### config.mk
export PLATFORM = sky130hd
export DESIGN_NAME = hct_channel
export DESIGN_NICKNAME = d
export VERILOG_FILES = /design/src/hct_pkg.sv /design/src/hct_channel.sv
export VERILOG_INCLUDE_DIRS = /design/src
export SDC_FILE = /design/constraint.sdc
export NUM_CORES = 1
export LEC_CHECK = 0
export ABC_AREA = 1
export ABC_CLOCK_PERIOD_IN_PS = 4400
export BUFFER_PORTS_ARGS = -buffer_cell sky130_fd_sc_hd__buf_2
export CORE_UTILIZATION = 60
export CTS_CLUSTER_DIAMETER = 40
export DETAILED_ROUTE_END_ITERATION = 6
export PLACE_DENSITY = 0.89
export SETUP_SLACK_MARGIN = 0.1
export SLEW_MARGIN = 20
export SYNTH_ARGS = -nofsm -noshare
export SYNTH_HDL_FRONTEND = slang
export SYNTH_SLANG_ARGS = --single-unit
### constraint.sdc
create_clock -name clk_sys -period 4.4 [get_ports clk_sys]
set_input_delay 0.66 -clock clk_sys [delete_from_list [all_inputs] [get_ports clk_sys]]
set_output_delay 0.66 -clock clk_sys [all_outputs]
set_load 0.005 [all_outputs]
### src/hct_params.svh
// Register indices, field positions and codes of the host channel block
`ifndef HCT_PARAMS_SVH
`define HCT_PARAMS_SVH

// ---------------------------------------------------------------
// Register indices (byte address is four times the index)
// ---------------------------------------------------------------
`define HCT_IDX_CONTROL   10'h1c0
`define HCT_IDX_SETUP     10'h1c1
`define HCT_IDX_MAXPKT    10'h1c2
`define HCT_IDX_TOTAL     10'h1c4
`define HCT_IDX_RESULT    10'h1c8
`define HCT_IDX_STATUS    10'h1c9

// ---------------------------------------------------------------
// Field positions
// ---------------------------------------------------------------
`define HCT_CTL_RUN_BIT   0
`define HCT_CTL_TOG_BIT   1
`define HCT_SET_FREE_BIT  0
`define HCT_SET_ZLP_BIT   3
`define HCT_ST_CMP_BIT    0
`define HCT_ST_ACK_BIT    1
`define HCT_ST_COND_BIT   2

// ---------------------------------------------------------------
// Reset values and encodings
// ---------------------------------------------------------------
`define HCT_CFG_RESET     8'h00
`define HCT_RC_NO_ERROR   3'h0
`define HCT_RC_STALL      3'h1
`define HCT_RC_OVERRUN    3'h2
`define HCT_RC_UNDERRUN   3'h3
`define HCT_RC_RETRY      3'h4
`define HCT_TOK_OUT       2'h1
`define HCT_TOK_IN        2'h2
`define HCT_KIND_BULK     2'h2
`define HCT_KIND_INTR     2'h3
`define HCT_NYET_LIMIT    2'h2

`endif

### src/hct_pkg.sv
// Types shared by the host channel transaction block
package hct_pkg;

    // Channel sequencing states
    typedef enum logic [1:0] {
        HCT_IDLE,
        HCT_RUN,
        HCT_ZLP
    } hct_state_t;

endpackage

### src/hct_channel.sv
// Host channel transaction control with APB register slave
//
// How it works
// - No answer or handshake in time: retry
// - CRC or bit stuffing error: retry
// - Bad PID check or unknown PID: retry
// - Split interrupt ERR or three NYETs: retry
// - Toggle mismatch gives retry; other codes reserved
// - Count ACKs, flag at programmed threshold
// - Threshold zero means sixteen ACKs
// - Two-bit speed select: HS, FS, LS
// - Toggle bit seeds, then reads live toggle
// - Write one starts, write zero requests stop
// - Start bit reads as running indicator
// - Full count: complete flag, start clears
// - Condition flag clears start, records code
// - Stop finishes current packet, then flags
// - Stop keeps count and settings for resume
// - Token field selects OUT or IN
// - Transfer field selects bulk or interrupt
// - OUT exact boundary appends zero-length packet
// - Unlimited bit ignores the byte count
// - Total register reads remaining bytes
// - Result codes: none, stall, overrun, underrun, retry
//
// Implementation choice: register access over APB.
`timescale 1ns/1ps
`default_nettype none
`include "hct_params.svh"

module hct_channel (
    // Clock and reset
    input  wire logic        clk_sys,
    input  wire logic        sys_rst,
    // APB slave
    input  wire logic        psel,
    input  wire logic        penable,
    input  wire logic        pwrite,
    input  wire logic [11:0] paddr,
    input  wire logic [31:0] pwdata,
    output logic      [31:0] prdata,
    output logic             pready,
    output logic             pslverr,
    // Packet engine results, one pulse per finished packet
    input  wire logic        eng_pkt_done,
    input  wire logic [9:0]  eng_pkt_bytes,
    input  wire logic        eng_timeout,
    input  wire logic        eng_crc_err,
    input  wire logic        eng_stuff_err,
    input  wire logic        eng_pid_chk_err,
    input  wire logic        eng_pid_invalid,
    input  wire logic        eng_err_hs,
    input  wire logic        eng_nyet,
    input  wire logic        eng_toggle_mm,
    input  wire logic        eng_stall,
    input  wire logic        eng_split,
    // Channel settings towards the packet engine
    output logic             xact_start_run,
    output logic      [1:0]  token_dir,
    output logic      [1:0]  xfer_kind,
    output logic      [1:0]  target_speed_sel,
    output logic             data_toggle,
    output logic             zlp_send,
    output logic      [9:0]  max_pkt_size,
    // Event flags, readable also in the status register
    output logic             xfer_complete_flag,
    output logic             ack_reached_flag,
    output logic             cond_changed_flag
);

    // ---------------------------------------------------------------
    // Address helpers
    // ---------------------------------------------------------------

    // Byte address of a register index
    function automatic logic [11:0] reg_addr(input logic [9:0] idx);
        reg_addr = {idx, 2'b00};
    endfunction

    // ---------------------------------------------------------------
    // State
    // ---------------------------------------------------------------
    hct_pkg::hct_state_t state_q, state_d;   // Sequencer
    logic [3:0]  ack_thr_q;                  // ACK threshold field
    logic [1:0]  speed_q;                    // Target speed field
    logic        toggle_q, toggle_d;         // Live data toggle
    logic        run_q, run_d;               // Start / running bit
    logic [1:0]  tok_q;                      // Token direction
    logic [1:0]  kind_q;                     // Transfer kind
    logic        zlp_en_q;                   // Auto zero-length enable
    logic        free_q;                     // Unlimited size enable
    logic [9:0]  maxpkt_q;                   // Max packet size
    logic [31:0] rem_q, rem_d;               // Remaining byte count
    logic [2:0]  code_q, code_d;             // Result code
    logic        stop_q, stop_d;             // Stop requested
    logic [4:0]  ack_cnt_q, ack_cnt_d;       // ACKs since last flag
    logic [1:0]  nyet_q, nyet_d;             // Consecutive NYETs
    logic        cmp_q, ackf_q, cond_q;      // Sticky status flags
    logic        zlp_q;                      // Zero-length packet owed
    logic [31:0] prdata_q;                   // Read data
    logic        pready_q;                   // Access completion
    logic        pslverr_q;                  // Unmapped access

    // ---------------------------------------------------------------
    // APB decode
    // ---------------------------------------------------------------
    wire access   = psel & penable;
    wire fire     = access & pready_q;
    wire wr_fire  = fire & pwrite;
    wire hit_ctl  = (paddr == reg_addr(`HCT_IDX_CONTROL));
    wire hit_set  = (paddr == reg_addr(`HCT_IDX_SETUP));
    wire hit_max  = (paddr == reg_addr(`HCT_IDX_MAXPKT));
    wire hit_tot  = (paddr == reg_addr(`HCT_IDX_TOTAL));
    wire hit_res  = (paddr == reg_addr(`HCT_IDX_RESULT));
    wire hit_sta  = (paddr == reg_addr(`HCT_IDX_STATUS));
    wire mapped   = hit_ctl | hit_set | hit_max | hit_tot | hit_res
                  | hit_sta;
    wire wr_ctl   = wr_fire & hit_ctl;
    wire wr_set   = wr_fire & hit_set;
    wire wr_max   = wr_fire & hit_max;
    wire wr_tot   = wr_fire & hit_tot;
    wire wr_sta   = wr_fire & hit_sta;
    wire idle     = (state_q == hct_pkg::HCT_IDLE);

    // Read multiplexer
    wire [31:0] rd_ctl = {24'h000000, ack_thr_q, speed_q, toggle_q,
                          run_q};
    wire [31:0] rd_set = {24'h000000, tok_q, kind_q, zlp_en_q, 2'b00,
                          free_q};
    wire [31:0] rd_mux =
        hit_ctl ? rd_ctl :
        hit_set ? rd_set :
        hit_max ? {22'h000000, maxpkt_q} :
        hit_tot ? rem_q :
        hit_res ? {25'h0000000, code_q, 4'h0} :
        hit_sta ? {29'h00000000, cond_q, ackf_q, cmp_q} :
                  32'h00000000;

    // ---------------------------------------------------------------
    // Software start and stop
    // ---------------------------------------------------------------
    // Start on one
    wire sw_start = wr_ctl & pwdata[`HCT_CTL_RUN_BIT] & idle;
    wire sw_stop  = wr_ctl & ~pwdata[`HCT_CTL_RUN_BIT] & ~idle;

    // ---------------------------------------------------------------
    // Packet result classification
    // ---------------------------------------------------------------
    wire is_out   = (tok_q == `HCT_TOK_OUT);
    wire is_intr  = (kind_q == `HCT_KIND_INTR);
    wire pkt      = eng_pkt_done & ~idle;
    wire [31:0] pkt_len = {22'h000000, eng_pkt_bytes};

    wire nyet3    = eng_split & is_intr & eng_nyet
                  & (nyet_q == `HCT_NYET_LIMIT);
    wire retry    = eng_timeout | eng_crc_err | eng_stuff_err
                  | eng_pid_chk_err | eng_pid_invalid
                  | (eng_split & is_intr & eng_err_hs) | nyet3
                  | eng_toggle_mm;
    // Overrun when too long for packet or what remains
    wire overrun  = ~is_out & ((eng_pkt_bytes > maxpkt_q)
                  | (~free_q & (pkt_len > rem_q)));
    // Underrun on short IN packet before the count ends
    wire underrun = ~is_out & (eng_pkt_bytes < maxpkt_q)
                  & (free_q | (pkt_len < rem_q));
    // NYET other than the third split interrupt NYET is a hold-off, not data
    wire holdoff  = eng_nyet & ~nyet3;
    wire fault    = retry | eng_stall | overrun;
    wire good     = pkt & ~fault & ~holdoff;
    wire [31:0] rem_after = rem_q - pkt_len;
    // Unlimited transfer never completes on count
    wire count_end = ~free_q & (rem_after == 32'h00000000);
    // OUT packet ending exactly on a packet boundary
    wire need_zlp = zlp_en_q & is_out & (eng_pkt_bytes == maxpkt_q);

    wire [4:0] ack_limit = (ack_thr_q == 4'h0) ? 5'h10
                                               : {1'b0, ack_thr_q};
    wire ack_hit  = good & ((ack_cnt_q + 5'h01) == ack_limit);

    // Event pulses for the status flags
    logic set_cmp, set_cond;

    // ---------------------------------------------------------------
    // Sequencer
    // ---------------------------------------------------------------
    // Decides the next state, count, toggle and result per packet
    always_comb begin
        state_d   = state_q;
        run_d     = run_q;
        toggle_d  = toggle_q;
        rem_d     = rem_q;
        code_d    = code_q;
        stop_d    = stop_q | sw_stop;
        ack_cnt_d = ack_cnt_q;
        nyet_d    = nyet_q;
        set_cmp   = 1'b0;
        set_cond  = 1'b0;
        case (state_q)
            hct_pkg::HCT_IDLE: begin
                // Toggle written by software while stopped
                if (wr_ctl) begin
                    toggle_d = pwdata[`HCT_CTL_TOG_BIT];
                end
                // Count loaded by software while stopped
                if (wr_tot) begin
                    rem_d = pwdata;
                end
                if (sw_start) begin
                    run_d   = 1'b1;
                    state_d = hct_pkg::HCT_RUN;
                    stop_d  = 1'b0;
                    nyet_d  = 2'b00;
                end
            end
            hct_pkg::HCT_RUN, hct_pkg::HCT_ZLP: begin
                if (pkt) begin
                    // NYET run length for split interrupt
                    nyet_d = eng_nyet ? nyet_q + 2'b01 : 2'b00;
                    if (good) begin
                        toggle_d  = ~toggle_q;
                        ack_cnt_d = ack_hit ? 5'h00
                                            : ack_cnt_q + 5'h01;
                    end
                    if (retry) begin
                        code_d = `HCT_RC_RETRY;
                    end else if (eng_stall) begin
                        code_d = `HCT_RC_STALL;
                    end else if (overrun) begin
                        code_d = `HCT_RC_OVERRUN;
                    end else if (~holdoff && underrun &&
                                 state_q == hct_pkg::HCT_RUN) begin
                        code_d = `HCT_RC_UNDERRUN;
                    end else begin
                        code_d = `HCT_RC_NO_ERROR;
                    end
                    if (good && state_q == hct_pkg::HCT_RUN) begin
                        if (!free_q) begin
                            rem_d = rem_after;
                        end
                    end
                    if (fault) begin
                        run_d    = 1'b0;
                        set_cond = 1'b1;
                        state_d  = hct_pkg::HCT_IDLE;
                    end else if (good &&
                                 state_q == hct_pkg::HCT_ZLP) begin
                        run_d   = 1'b0;
                        set_cmp = 1'b1;
                        state_d = hct_pkg::HCT_IDLE;
                    end else if (good && count_end) begin
                        if (need_zlp && !stop_d) begin
                            state_d = hct_pkg::HCT_ZLP;
                        end else begin
                            run_d   = 1'b0;
                            set_cmp = 1'b1;
                            state_d = hct_pkg::HCT_IDLE;
                        end
                    end else if (good && underrun) begin
                        run_d    = 1'b0;
                        set_cond = 1'b1;
                        state_d  = hct_pkg::HCT_IDLE;
                    end else if (stop_d) begin
                        // Stop after the packet in flight
                        // Count and settings kept for resume
                        run_d    = 1'b0;
                        set_cond = 1'b1;
                        state_d  = hct_pkg::HCT_IDLE;
                    end
                end
            end
            default: begin
                state_d = hct_pkg::HCT_IDLE;
                run_d   = 1'b0;
            end
        endcase
    end

    // ---------------------------------------------------------------
    // Sequencer registers
    // ---------------------------------------------------------------
    // All control state cleared on reset
    always_ff @(posedge clk_sys) begin
        if (sys_rst) begin
            state_q   <= hct_pkg::HCT_IDLE;
            run_q     <= 1'b0;
            toggle_q  <= 1'b0;
            rem_q     <= 32'h00000000;
            code_q    <= `HCT_RC_NO_ERROR;
            stop_q    <= 1'b0;
            ack_cnt_q <= 5'h00;
            nyet_q    <= 2'b00;
            zlp_q     <= 1'b0;
        end else begin
            state_q   <= state_d;
            run_q     <= run_d;
            toggle_q  <= toggle_d;
            rem_q     <= rem_d;
            code_q    <= code_d;
            stop_q    <= (state_d == hct_pkg::HCT_IDLE) ? 1'b0 : stop_d;
            ack_cnt_q <= ack_cnt_d;
            nyet_q    <= nyet_d;
            zlp_q     <= (state_d == hct_pkg::HCT_ZLP);
        end
    end

    // ---------------------------------------------------------------
    // Configuration registers
    // ---------------------------------------------------------------
    // Threshold and speed writable any time; setup only when idle
    always_ff @(posedge clk_sys) begin
        if (sys_rst) begin
            ack_thr_q <= 4'h0;
            speed_q   <= 2'b00;
            tok_q     <= 2'b00;
            kind_q    <= 2'b00;
            zlp_en_q  <= 1'b0;
            free_q    <= 1'b0;
            maxpkt_q  <= 10'h000;
        end else begin
            if (wr_ctl) begin
                ack_thr_q <= pwdata[7:4];
                speed_q   <= pwdata[3:2];
            end
            if (wr_set && idle) begin
                tok_q    <= pwdata[7:6];
                kind_q   <= pwdata[5:4];
                zlp_en_q <= pwdata[`HCT_SET_ZLP_BIT];
                free_q   <= pwdata[`HCT_SET_FREE_BIT];
            end
            if (wr_max && idle) begin
                maxpkt_q <= pwdata[9:0];
            end
        end
    end

    // ---------------------------------------------------------------
    // Sticky status flags, write one to clear, set wins
    // ---------------------------------------------------------------
    wire clr_cmp  = wr_sta & pwdata[`HCT_ST_CMP_BIT];
    wire clr_ack  = wr_sta & pwdata[`HCT_ST_ACK_BIT];
    wire clr_cond = wr_sta & pwdata[`HCT_ST_COND_BIT];

    always_ff @(posedge clk_sys) begin
        if (sys_rst) begin
            cmp_q  <= 1'b0;
            ackf_q <= 1'b0;
            cond_q <= 1'b0;
        end else begin
            cmp_q  <= set_cmp | (cmp_q & ~clr_cmp);
            ackf_q <= ack_hit | (ackf_q & ~clr_ack);
            cond_q <= set_cond | (cond_q & ~clr_cond);
        end
    end

    // ---------------------------------------------------------------
    // APB response, one wait state per access
    // ---------------------------------------------------------------
    always_ff @(posedge clk_sys) begin
        if (sys_rst) begin
            pready_q  <= 1'b0;
            prdata_q  <= 32'h00000000;
            pslverr_q <= 1'b0;
        end else begin
            pready_q  <= access & ~pready_q;
            prdata_q  <= (access & ~pready_q & ~pwrite) ? rd_mux
                                                         : 32'h00000000;
            pslverr_q <= access & ~pready_q & ~mapped;
        end
    end

    // ---------------------------------------------------------------
    // Outputs, all from flip-flops
    // ---------------------------------------------------------------
    assign prdata             = prdata_q;
    assign pready             = pready_q;
    assign pslverr            = pslverr_q;
    assign xact_start_run     = run_q;
    assign token_dir          = tok_q;
    assign xfer_kind          = kind_q;
    assign target_speed_sel   = speed_q;
    assign data_toggle        = toggle_q;
    assign zlp_send           = zlp_q;
    assign max_pkt_size       = maxpkt_q;
    assign xfer_complete_flag = cmp_q;
    assign ack_reached_flag   = ackf_q;
    assign cond_changed_flag  = cond_q;

endmodule
`default_nettype wire

-- After elaboration in Yosys (flattened, before gate mapping)
Cells that the tools add are included.
- input bits: 70
- output and inout bits: 56
- register bits after elaboration: 107
- equality and inequality tests: 23
- reduce and logical (&&, ||, !) cells: 26
- bitwise gates (word level): 72
- mux-type cells: 58
- $add $sub $neg: 3
- magnitude comparators: 4
- operator list (cell ; number):
    $mux W32 ; 5
    $eq A12 B11 Y1 const B ; 6
    $pmux W32 S2 ; 1
    $and A1 B1 Y1 ; 37
    $gt A10 B32 Y1 ; 1
    $logic_not A32 Y1 ; 1
    $lt A10 B32 Y1 ; 1
    $sub A32 B10 Y32 ; 1
    $mux W2 ; 14
    $mux W1 ; 26
    $or A1 B1 Y1 ; 20
    $mux W8 ; 2
    $not A1 Y1 ; 15
    $ne A2 B2 Y1 const B ; 6
    $eq A10 B10 Y1 ; 1
    $gt A10 B10 Y1 ; 1
    $lt A10 B10 Y1 ; 1
    $mux W10 ; 1
    $mux W5 ; 2
    $logic_and A1 B1 Y1 ; 9
    $eq A2 B2 Y1 const B ; 4
    $pmux W2 S2 ; 2
    $reduce_and A4 Y1 ; 2
    $mux W7 ; 1
    19 further kinds ; 26

-- Depth between registers and ports, before layout
Gate-level depths: netlist of run 1.
- depth in word-level cells: 21
- gate-level depth with buffers: 24
- mapped depth without buffers: 24

-- Worst setup path after synthesis of run 1
Ideal clock, no wire load.
- path kind: input to register
- start point: input eng_pkt_bytes[0]
- end point: register rem_q[16]
- library setup time: 135 ps
- required time: 4265 ps
- stages: 19
- setup slack: 1544 ps
- arrival time: 2722 ps
- path buffers: 1
- path through: ha_1 -> fa_1 -> inv_1 -> nand2_1 -> nand2_1 -> nand3_1 -> nand2_2 -> nand2_2 -> nand3_2 -> nand2_2 -> nand2_4 -> nand3_4 -> nor2_4 -> nand2_1 -> o21ai_2 -> nand2_2 -> buf_2 -> a211oi_1 -> a211oi_1
- cells in the longest elaborated chain, start to end: 11
- elaborated cells between the ends (all ways): 17
- classes of those cells: 1 x add/sub; 2 x order compare; 1 x eq/ne; 4 x mux; 7 x bitwise; 2 x reduce/logical
- ends and longest elaborated chain (item ; line ; RTL):
    start, declared ; hct_channel.sv:46 ; input wire logic [9:0] eng_pkt_bytes,
    $gt A10 B32 Y1 ; hct_channel.sv:162 ; | (~free_q & (pkt_len > rem_q)));
    $and A1 B1 Y1 ; hct_channel.sv:162 ;
    $or A1 B1 Y1 ; hct_channel.sv:162 ;
    $and A1 B1 Y1 ; hct_channel.sv:161 ; wire overrun = ~is_out & ((eng_pkt_bytes > maxpkt_q)
    $or A1 B1 Y1 ; hct_channel.sv:168 ; wire fault = retry | eng_stall | overrun;
    $not A1 Y1 ; hct_channel.sv:169 ; wire good = pkt & ~fault & ~holdoff;
    $and A1 B1 Y1 (2 in a row) ; hct_channel.sv:169 ;
    $logic_and A1 B1 Y1 ; hct_channel.sv:236 ; if (good && state_q == hct_pkg::HCT_RUN) begin
    $ne A2 B2 Y1 (no line) ; -- ;
    $reduce_and A5 Y1 (no line) ; -- ;
    end signal, assigned ; hct_channel.sv:297 ; rem_q <= rem_d;
    end, declared ; hct_channel.sv:93 ; logic [31:0] rem_q, rem_d;
Several ways; a longest one is shown, not always the timed one. The select of a mux whose other input is x is not followed.
A chain may end at the register's enable or synchronous reset.

-- Worst setup path after layout of run 1
- start point: register rem_q[0]
- end point: register rem_q[2]
- cells in the longest elaborated chain, start to end: 11
- elaborated cells between the ends (all ways): 16
- classes of those cells: 1 x add/sub; 1 x order compare; 1 x eq/ne; 4 x mux; 7 x bitwise; 2 x reduce/logical
- ends and longest elaborated chain (item ; line):
    $gt A10 B32 Y1 ; hct_channel.sv:162
    $and A1 B1 Y1 ; hct_channel.sv:162
    $or A1 B1 Y1 ; hct_channel.sv:162
    $and A1 B1 Y1 ; hct_channel.sv:161
    $or A1 B1 Y1 ; hct_channel.sv:168
    $not A1 Y1 ; hct_channel.sv:169
    $and A1 B1 Y1 (2 in a row) ; hct_channel.sv:169
    $logic_and A1 B1 Y1 ; hct_channel.sv:236
    $ne A2 B2 Y1 (no line) ; --
    $reduce_and A5 Y1 (no line) ; --
Several ways; a longest one is shown, not always the timed one. The select of a mux whose other input is x is not followed.

==> key figures, run 1 <==
Global route
  – Largest net degree at the start of global routing: 56
  – GR Overflow Total: 0
  – Total GRT Usage: 35.3%
  – Global-route wire length before repair: 31.6 mm
  – Vias in the first global route: 6617
  – Initial antenna violation count: 0

Synthesis
  – Asr flop ratio synth: 0%
  – Synth area leaders: dfxtp_1, nand2_1, inv_1
  – Netlist cell types: 46
  – Post-Syn Area per Cell: 6.38 sq um
  – Sequential share of the synthesized area: 32.5%
  – Post-synth top cells: nand2_1, inv_1, nor2_1
  – Top-count cell post-synth: nand2_1
  – Yosys warns: 0
  – Top cell type's share of synthesized area: 32.5%
  – Gate Count Post-Synth: 1033
  – Synthesized Nets: 1130
  – Seq cells post-synth: 107
  – Post-synth EDFFs: 0
  – Ys flop type: dfxtp_1
  – Leading area contributor after synthesis: dfxtp_1
  – Netlist Area Pre-Place: 6590 sq um

Pwr
  – Leak Pwr: 3.84 nW
  – Pwr dens: 227 nW/um^2
  – IR drop worst, VDD: 0.000215 V

Critical path
  – CP peak stage delay: 480 ps
  – Most Frequent Cell on Critical Path: nand2_2
  – Data arrival time of the critical path: 3690 ps
  – Crit path kind: flip-flop to flip-flop
  – Family with the most delay on the worst path: simple AND/OR/NAND/NOR gates
  – CP startpoint kind: flip-flop
  – CP Cell Sequence: inv_1 -> ha_1 -> fa_1 -> inv_1 -> nand2_1 -> nand2_1 -> nand3_1 -> nand2_2 -> nand2_2 -> nand3_2 -> nand2_2 -> nand2_4 -> nand3_4 -> nor2_4 -> nand2_1 -> o21ai_2 -> nand2_2 -> clkinv_2 -> o21ai_0 -> a31oi_1
  – Req. time, crit path: 4710 ps
  – Max stage delay cell, worst path: clkinv_2
  – Crit-path max FO: 42
  – CP Capture Type: flip-flop
  – Buf/Inv on CP: 3

Clock tree
  – Hold Buf Count CTS: 0
  – CTS Buf Count: 9
  – Post-CTS sizing: 0
  – Bufs on Longest Clock Path: 2
  – CTS root buf: clkbuf_8
  – CTS tree: done
  – # Post-CTS Setup Buffers: 0
  – Worst skew pair latency: 390 ps
  – Reg clk slew, reported paths: 110 ps
  – Clock sinks: 107
  – H-tree levels: 3

Finish
  – Ratio of cells with drive above 1 in the final layout: 15.5%
  – Register area: 2140 sq um
  – Utilization after layout: 71.4%
  – Multi-input gate area: 3740 sq um
  – Fill count: 951
  – Final net count: 1245
  – Ant. Diodes: 0
  – Area Growth Syn to Fin: 13.9%

Route
  – Via count: 7208
  – DR vias/cell: 5.59
  – DRT Wirelength: 19.7 mm
  – Final ANT Viol Nets: 0
  – DR pass1 iterations: 6
  – 1st-iter DRT viols: 492
  – DR WL/cell: 15.3 um
  – DRC Markers: 0

Job
  – Max cap viols: 0

Floorplanning
  – CORE AREA: 10500 sq um
  – Initial Util: 62.7%
  – Die Area: 11400 sq um
  – Ports: 126
  – Chip Width: 107 um
  – DIE HEIGHT: 107 um
  – Rows: 37

Placed design
  – Port buffer count: 125
  – Hpwl dp: 15.2 mm
  – Placer Congestion: 1.02

Outcome
  – Status: finished, final reports clean

Timing
  – Max Slew Vio Count: 0
  – Final setup TNS: 0 ps
  – Unrepaired setup endpoints after global routing: no
  – Worst Tran Pin Value: 853 ps
  – Hold Vio Cnt, Final: 0
  – F_max: 296 MHz
  – Clock Skews: 10.4 ps
  – Setup-failing EPs final: 0
  – Tmin final: 3380 ps
  – Slew headroom: 43.0%
  – Part of the cycle the worst path needs: 76.9%

Hold path
  – Hold/Removal Path Class: flip-flop to flip-flop
## layout make-up
class | count | share of cell area, %
multi-input cells | 741 | 49.8
flip-flops and latches | 107 | 28.5
repair buffers | 130 | 8.84
inverters | 159 | 7.97
well taps | 136 | 2.27
clock buffers | 11 | 2.02
clock inverters | 5 | 0.584
## cell usage in the layout (no fill, tap or decap), types with 5 or more instances in the layout
master    count
nor2_2        8
nor4_1        6
inv_1       156
o21ai_0      68
a31oi_1      10
a21oi_1      59
a211oi_1     26
nand2_1     245
buf_4         5
nand4_1      20
xor2_1        9
clkbuf_8     11
nand2_2       8
nor3_1       11
nand3_1      68
ha_1         26
nor2_1      139
buf_2       125
dfxtp_1     107
## flip-flops by register name (all words and copies together), names as in the netlist, 2 cells and up
| name | cells |
|---|---|
| prdata | 32 |
| rem_q | 32 |
| max_pkt_size | 10 |
| ack_cnt_q | 5 |
| ack_thr_q | 4 |
| code_q | 3 |
| nyet_q | 2 |
| state_q | 2 |
| target_speed_sel | 2 |
| token_dir | 2 |
| xfer_kind | 2 |
## cells by family (layout without fill, tap and decap cells)
kind of cell	after synthesis	in the layout	share of synthesized area, %
simple gates	520	520	34.0
xor+xnor	12	12	1.59
flops	107	107	32.5
buf+inv	185	305	10.8
compound gates	182	182	15.9
fa+ha+maj	27	27	5.24
## metrics by stage
| step | std cells | setup slack, ps | cell area (sq um) | hold WS (ps) | total power, mW |
|---|---|---|---|---|---|
| 5_1_grt | 1289 | 637 | 7500 | 519 | 1.76 |
| 4_1_cts | 1289 | 1070 | 7500 | 488 | 1.70 |
| 6_report | 1289 | 1020 | 7500 | 495 | 1.70 |
| 3_3_place_gp | 1273 | 809 | 7310 | 468 | 1.12 |
| 3_5_place_dp | 1273 | 658 | 7310 | 474 | 1.12 |
| 2_1_floorplan | 1033 | 1540 | 6590 | 446 | 1.06 |
## power by group
group / internal, mW / switching (mW)
logic: 0.0489 / 0.0788
registers: 0.969 / 0.000349
clock network: 0.244 / 0.363
total: 1.26 / 0.442
## worst paths after layout
path	from	endpoint	slack, ps	cells after the start
hold / removal	ack_cnt_q[4]	ack_cnt_q[4]	490	2
setup / recovery	rem_q[0]	rem_q[2]	1020	20
setup reg to reg	rem_q[0]	rem_q[2]	1020	20
hold reg to reg	ack_cnt_q[4]	ack_cnt_q[4]	490	2
## worst register-to-register path, stage by stage, from the launching register on
cell and delay [ps]:
dfxtp_1 360, inv_1 70, ha_1 200, fa_1 410, inv_1 90, nand2_1 50
nand2_1 100, nand3_1 110, nand2_2 110, nand2_2 80, nand3_2 90, nand2_2 70
nand2_4 80, nand3_4 80, nor2_4 160, nand2_1 90, o21ai_2 70, nand2_2 280
clkinv_2 490, o21ai_0 180, a31oi_1 160
## per-layer routing
metal  routed length (um)  vias up  GRT usage, %
met5                    0        -             0
met4                  440        0          11.9
met3                 1750       40          5.11
met2                 9250      359          59.5
met1                 8230     3224          46.1
li1                     -     3585             -
Power figures use the tool's default switching activity.
==> inputs of run 2 (changes only) <==
- ABC_AREA: 1 -> 0
- ABC_CLOCK_PERIOD_IN_PS: 4400 -> 2720
- CORE_UTILIZATION: 60 -> 51
- PLACE_DENSITY: 0.89 -> 0.81
- clock period: 4.4 -> 2.72 ns (I/O delays scaled with it)
==> run 2 against run 1 <==
Effect of this change:
- the flow now finishes with violations (setup timing)
- first-iteration DRC count rose to 2.6 times the previous value
- global-route usage is 5.9 points higher
- core utilization is 13 points higher
- power rose by 92%
- count of clock-buffer cells in the layout down 1
- clock power rose by 130%
- wire length grew 48%
- sequential power increased by 62%
- critical path depth fell by 4
- design area grew 37%
- via count is 18% higher
- final cell count grew 2.2%
- largest cell class unchanged
==> key figures, run 2 <==
Critical path
  – Crit-path max FO: 5
  – Max stage delay cell, worst path: mux2i_1
  – CP startpoint kind: flip-flop
  – Req. time, crit path: 2950 ps
  – CP Capture Type: flip-flop
  – Crit path kind: flip-flop to flip-flop
  – CP Cell Sequence: inv_2 -> ha_4 -> fa_2 -> nand2b_4 -> a211oi_4 -> buf_6 -> o21ai_4 -> buf_4 -> nor4_1 -> a31oi_1 -> a2111oi_4 -> nand4b_4 -> buf_6 -> mux2i_2 -> a41oi_2 -> mux2i_1
  – Family with the most delay on the worst path: compound AO/OA/AOI/OAI gates
  – Buf/Inv on CP: 4
  – Most Frequent Cell on Critical Path: buf_6
  – CP peak stage delay: 460 ps
  – Data arrival time of the critical path: 3990 ps

Synthesis
  – Synthesized Nets: 928
  – Sequential share of the synthesized area: 33.1%
  – Netlist Area Pre-Place: 6460 sq um
  – Leading area contributor after synthesis: dfxtp_1
  – Yosys warns: 0
  – Asr flop ratio synth: 0%
  – Post-Syn Area per Cell: 7.78 sq um
  – Netlist cell types: 74
  – Post-synth top cells: nand2_1, dfxtp_1, nor2_1
  – Synth area leaders: dfxtp_1, nand2_1, a21oi_1
  – Post-synth EDFFs: 0
  – Top-count cell post-synth: nand2_1
  – Gate Count Post-Synth: 831
  – Top cell type's share of synthesized area: 33.1%
  – Seq cells post-synth: 107
  – Ys flop type: dfxtp_1

Route
  – DR vias/cell: 6.45
  – DR pass1 iterations: 7
  – Final ANT Viol Nets: 0
  – 1st-iter DRT viols: 1290
  – DR WL/cell: 22.2 um
  – DRT Wirelength: 29.2 mm
  – Via count: 8494
  – DRC Markers: 0

Global route
  – Global-route wire length before repair: 41.6 mm
  – GR Overflow Total: 0
  – Total GRT Usage: 41.3%
  – Initial antenna violation count: 0
  – Largest net degree at the start of global routing: 75
  – Vias in the first global route: 8019

Finish
  – Area Growth Syn to Fin: 58.5%
  – Commonest non-fill, non-tap cell in the layout: buf_4
  – Most frequent cells in the layout: buf_4, buf_2, nand2_1, dfxtp_1, nor2_1
  – Final net count: 1241
  – Ratio of cells with drive above 1 in the final layout: 46.1%
  – Ant. Diodes: 0

Timing
  – Worst hold margin: 231 ps
  – Final worst-path setup slack: -1030 ps
  – Worst Tran Pin Value: 1290 ps
  – Hold Vio Cnt, Final: 0
  – Part of the cycle the worst path needs: 138%
  – Tmin final: 3750 ps
  – Setup-failing EPs final: 45
  – Slew headroom: 13.1%
  – F_max: 266 MHz
  – Max Slew Vio Count: 0
  – Unrepaired setup endpoints after global routing: yes
  – Clock Skews: 15.1 ps

Floorplanning
  – Rows: 40
  – DIE HEIGHT: 115 um
  – Chip Width: 115 um
  – Initial Util: 53.2%
  – Die Area: 13100 sq um
  – CORE AREA: 12200 sq um
  – Ports: 126

Placed design
  – Placer Congestion: 0.949
  – Port buffer count: 125
  – Hpwl dp: 17.7 mm
  – Worst slack at placement: -966 ps

Pwr
  – IR drop worst, VDD: 0.000333 V
  – Clock power share: 42.3%
  – Part of the power in registers: 47.9%
  – Combinational share of power: 9.8%
  – Pwr dens: 319 nW/um^2
  – Leak Pwr: 4.52 nW
  – Total power: 3.27 mW
  – Switching part of the total: 27.1%
  – Switch Pwr: 0.887 mW
  – Int Pwr: 2.38 mW

Job
  – Max cap viols: 0

Hold path
  – Hold/Removal Path Class: primary input to flip-flop

Clock tree
  – H-tree levels: 3
  – CTS Buf Count: 9
  – CTS tree: done
  – Clock sinks: 107
  – CTS root buf: clkbuf_16
  – Worst skew pair latency: 380 ps
  – Bufs on Longest Clock Path: 2
  – Reg clk slew, reported paths: 90 ps

Outcome
  – Failing checks: setup timing
  – Status: complete, but fails checks
==> run 2: cell count changes in the layout (fill, tap and decap cells not counted), sizes merged, moves of 12 or more <==
cell / previous run / this run
and2: 0 / 24
nor3: 12 / 28
buf: 130 / 348
a22oi: 0 / 12
inv: 159 / 38
mux2i: 0 / 24
nand2: 254 / 117
o21ai: 70 / 21
a21oi: 61 / 75
nand3: 72 / 18
nor2: 148 / 88
==> run 2: logic make-up (layout without fill, tap and decap cells) <==
group | Yosys count | count (layout) | synth area share (%)
and+or+nand+nor | 358 | 358 | 27.7
AOI/OAI and AO/OA | 213 | 213 | 22.2
DFF | 107 | 107 | 33.1
buffers and inverters | 81 | 399 | 4.97
adders and majority gates | 27 | 27 | 5.34
muxes | 26 | 26 | 4.06
xor gates and xnor gates | 19 | 19 | 2.57
==> run 2: metal layers <==
metal / GRT usage (%) / wire [um]
met5: 0 / 0
met2: 67.2 / 13200
met3: 11.2 / 3790
met4: 20.8 / 1890
met1: 50.0 / 10300
==> run 2: per-stage QoR <==
step	area, sq um	instances	util, %	TNS, ps
finish	10200	1317	84.3	-10670
global route	10200	1317	84.3	-16280
CTS	9820	1306	80.8	-4930
detailed placement	8790	1262	72.2	-18130
global placement	8790	1262	72.2	-16030
floorplan	6830	831	-	-1740
==> run 2: worst reg2reg max path: stages, from the launching register on <==
cell and delay [ps]:
dfxtp_2 340, inv_2 40, ha_4 150, fa_2 330, nand2b_4 160, a211oi_4 210
buf_6 150, o21ai_4 100, buf_4 170, nor4_1 320, a31oi_1 160, a2111oi_4 330
nand4b_4 180, buf_6 160, mux2i_2 140, a41oi_2 200, mux2i_1 470
==> run 2: path summary, 6_finish.rpt <==
path,start,end,slack [ps],cells after the start
hold / removal,sys_rst,pready,230,2
setup reg to reg,rem_q[0],xact_start_run,-1030,16
hold reg to reg,ack_cnt_q[4],ack_cnt_q[4],470,2
setup / recovery,rem_q[0],xact_start_run,-1030,16
==> run 2: power by group through the flow <==
stage                     clock (mW)  sequential, mW  combinational (mW)
after floorplan                    0            1.60               0.128
after global placement             0            1.60               0.256
after detailed placement           0            1.60               0.260
after CTS                       1.35            1.57               0.286
after global routing            1.43            1.57               0.334
final                           1.38            1.57               0.320
==> run 2: cell type report <==
type | instances | area, sq um
clock buffer | 10 | 239
multi-input combinational | 643 | 4910
fill | 634 | 1910
timing repair buffer | 348 | 2520
inverter | 35 | 146
clock inverter | 6 | 61.3
sequential | 107 | 2160
tap | 168 | 210
==> run 2: repair_timing <==
| item | CTS | global route |
|---|---|---|
| buffers inserted | 24 | 15 |
| gates resized for setup | 94 | 84 |
| setup endpoints to repair | 48 | 48 |
| cloned | 4 | 0 |
| pin swaps | 38 | 40 |
| hold buffers | 0 | 0 |
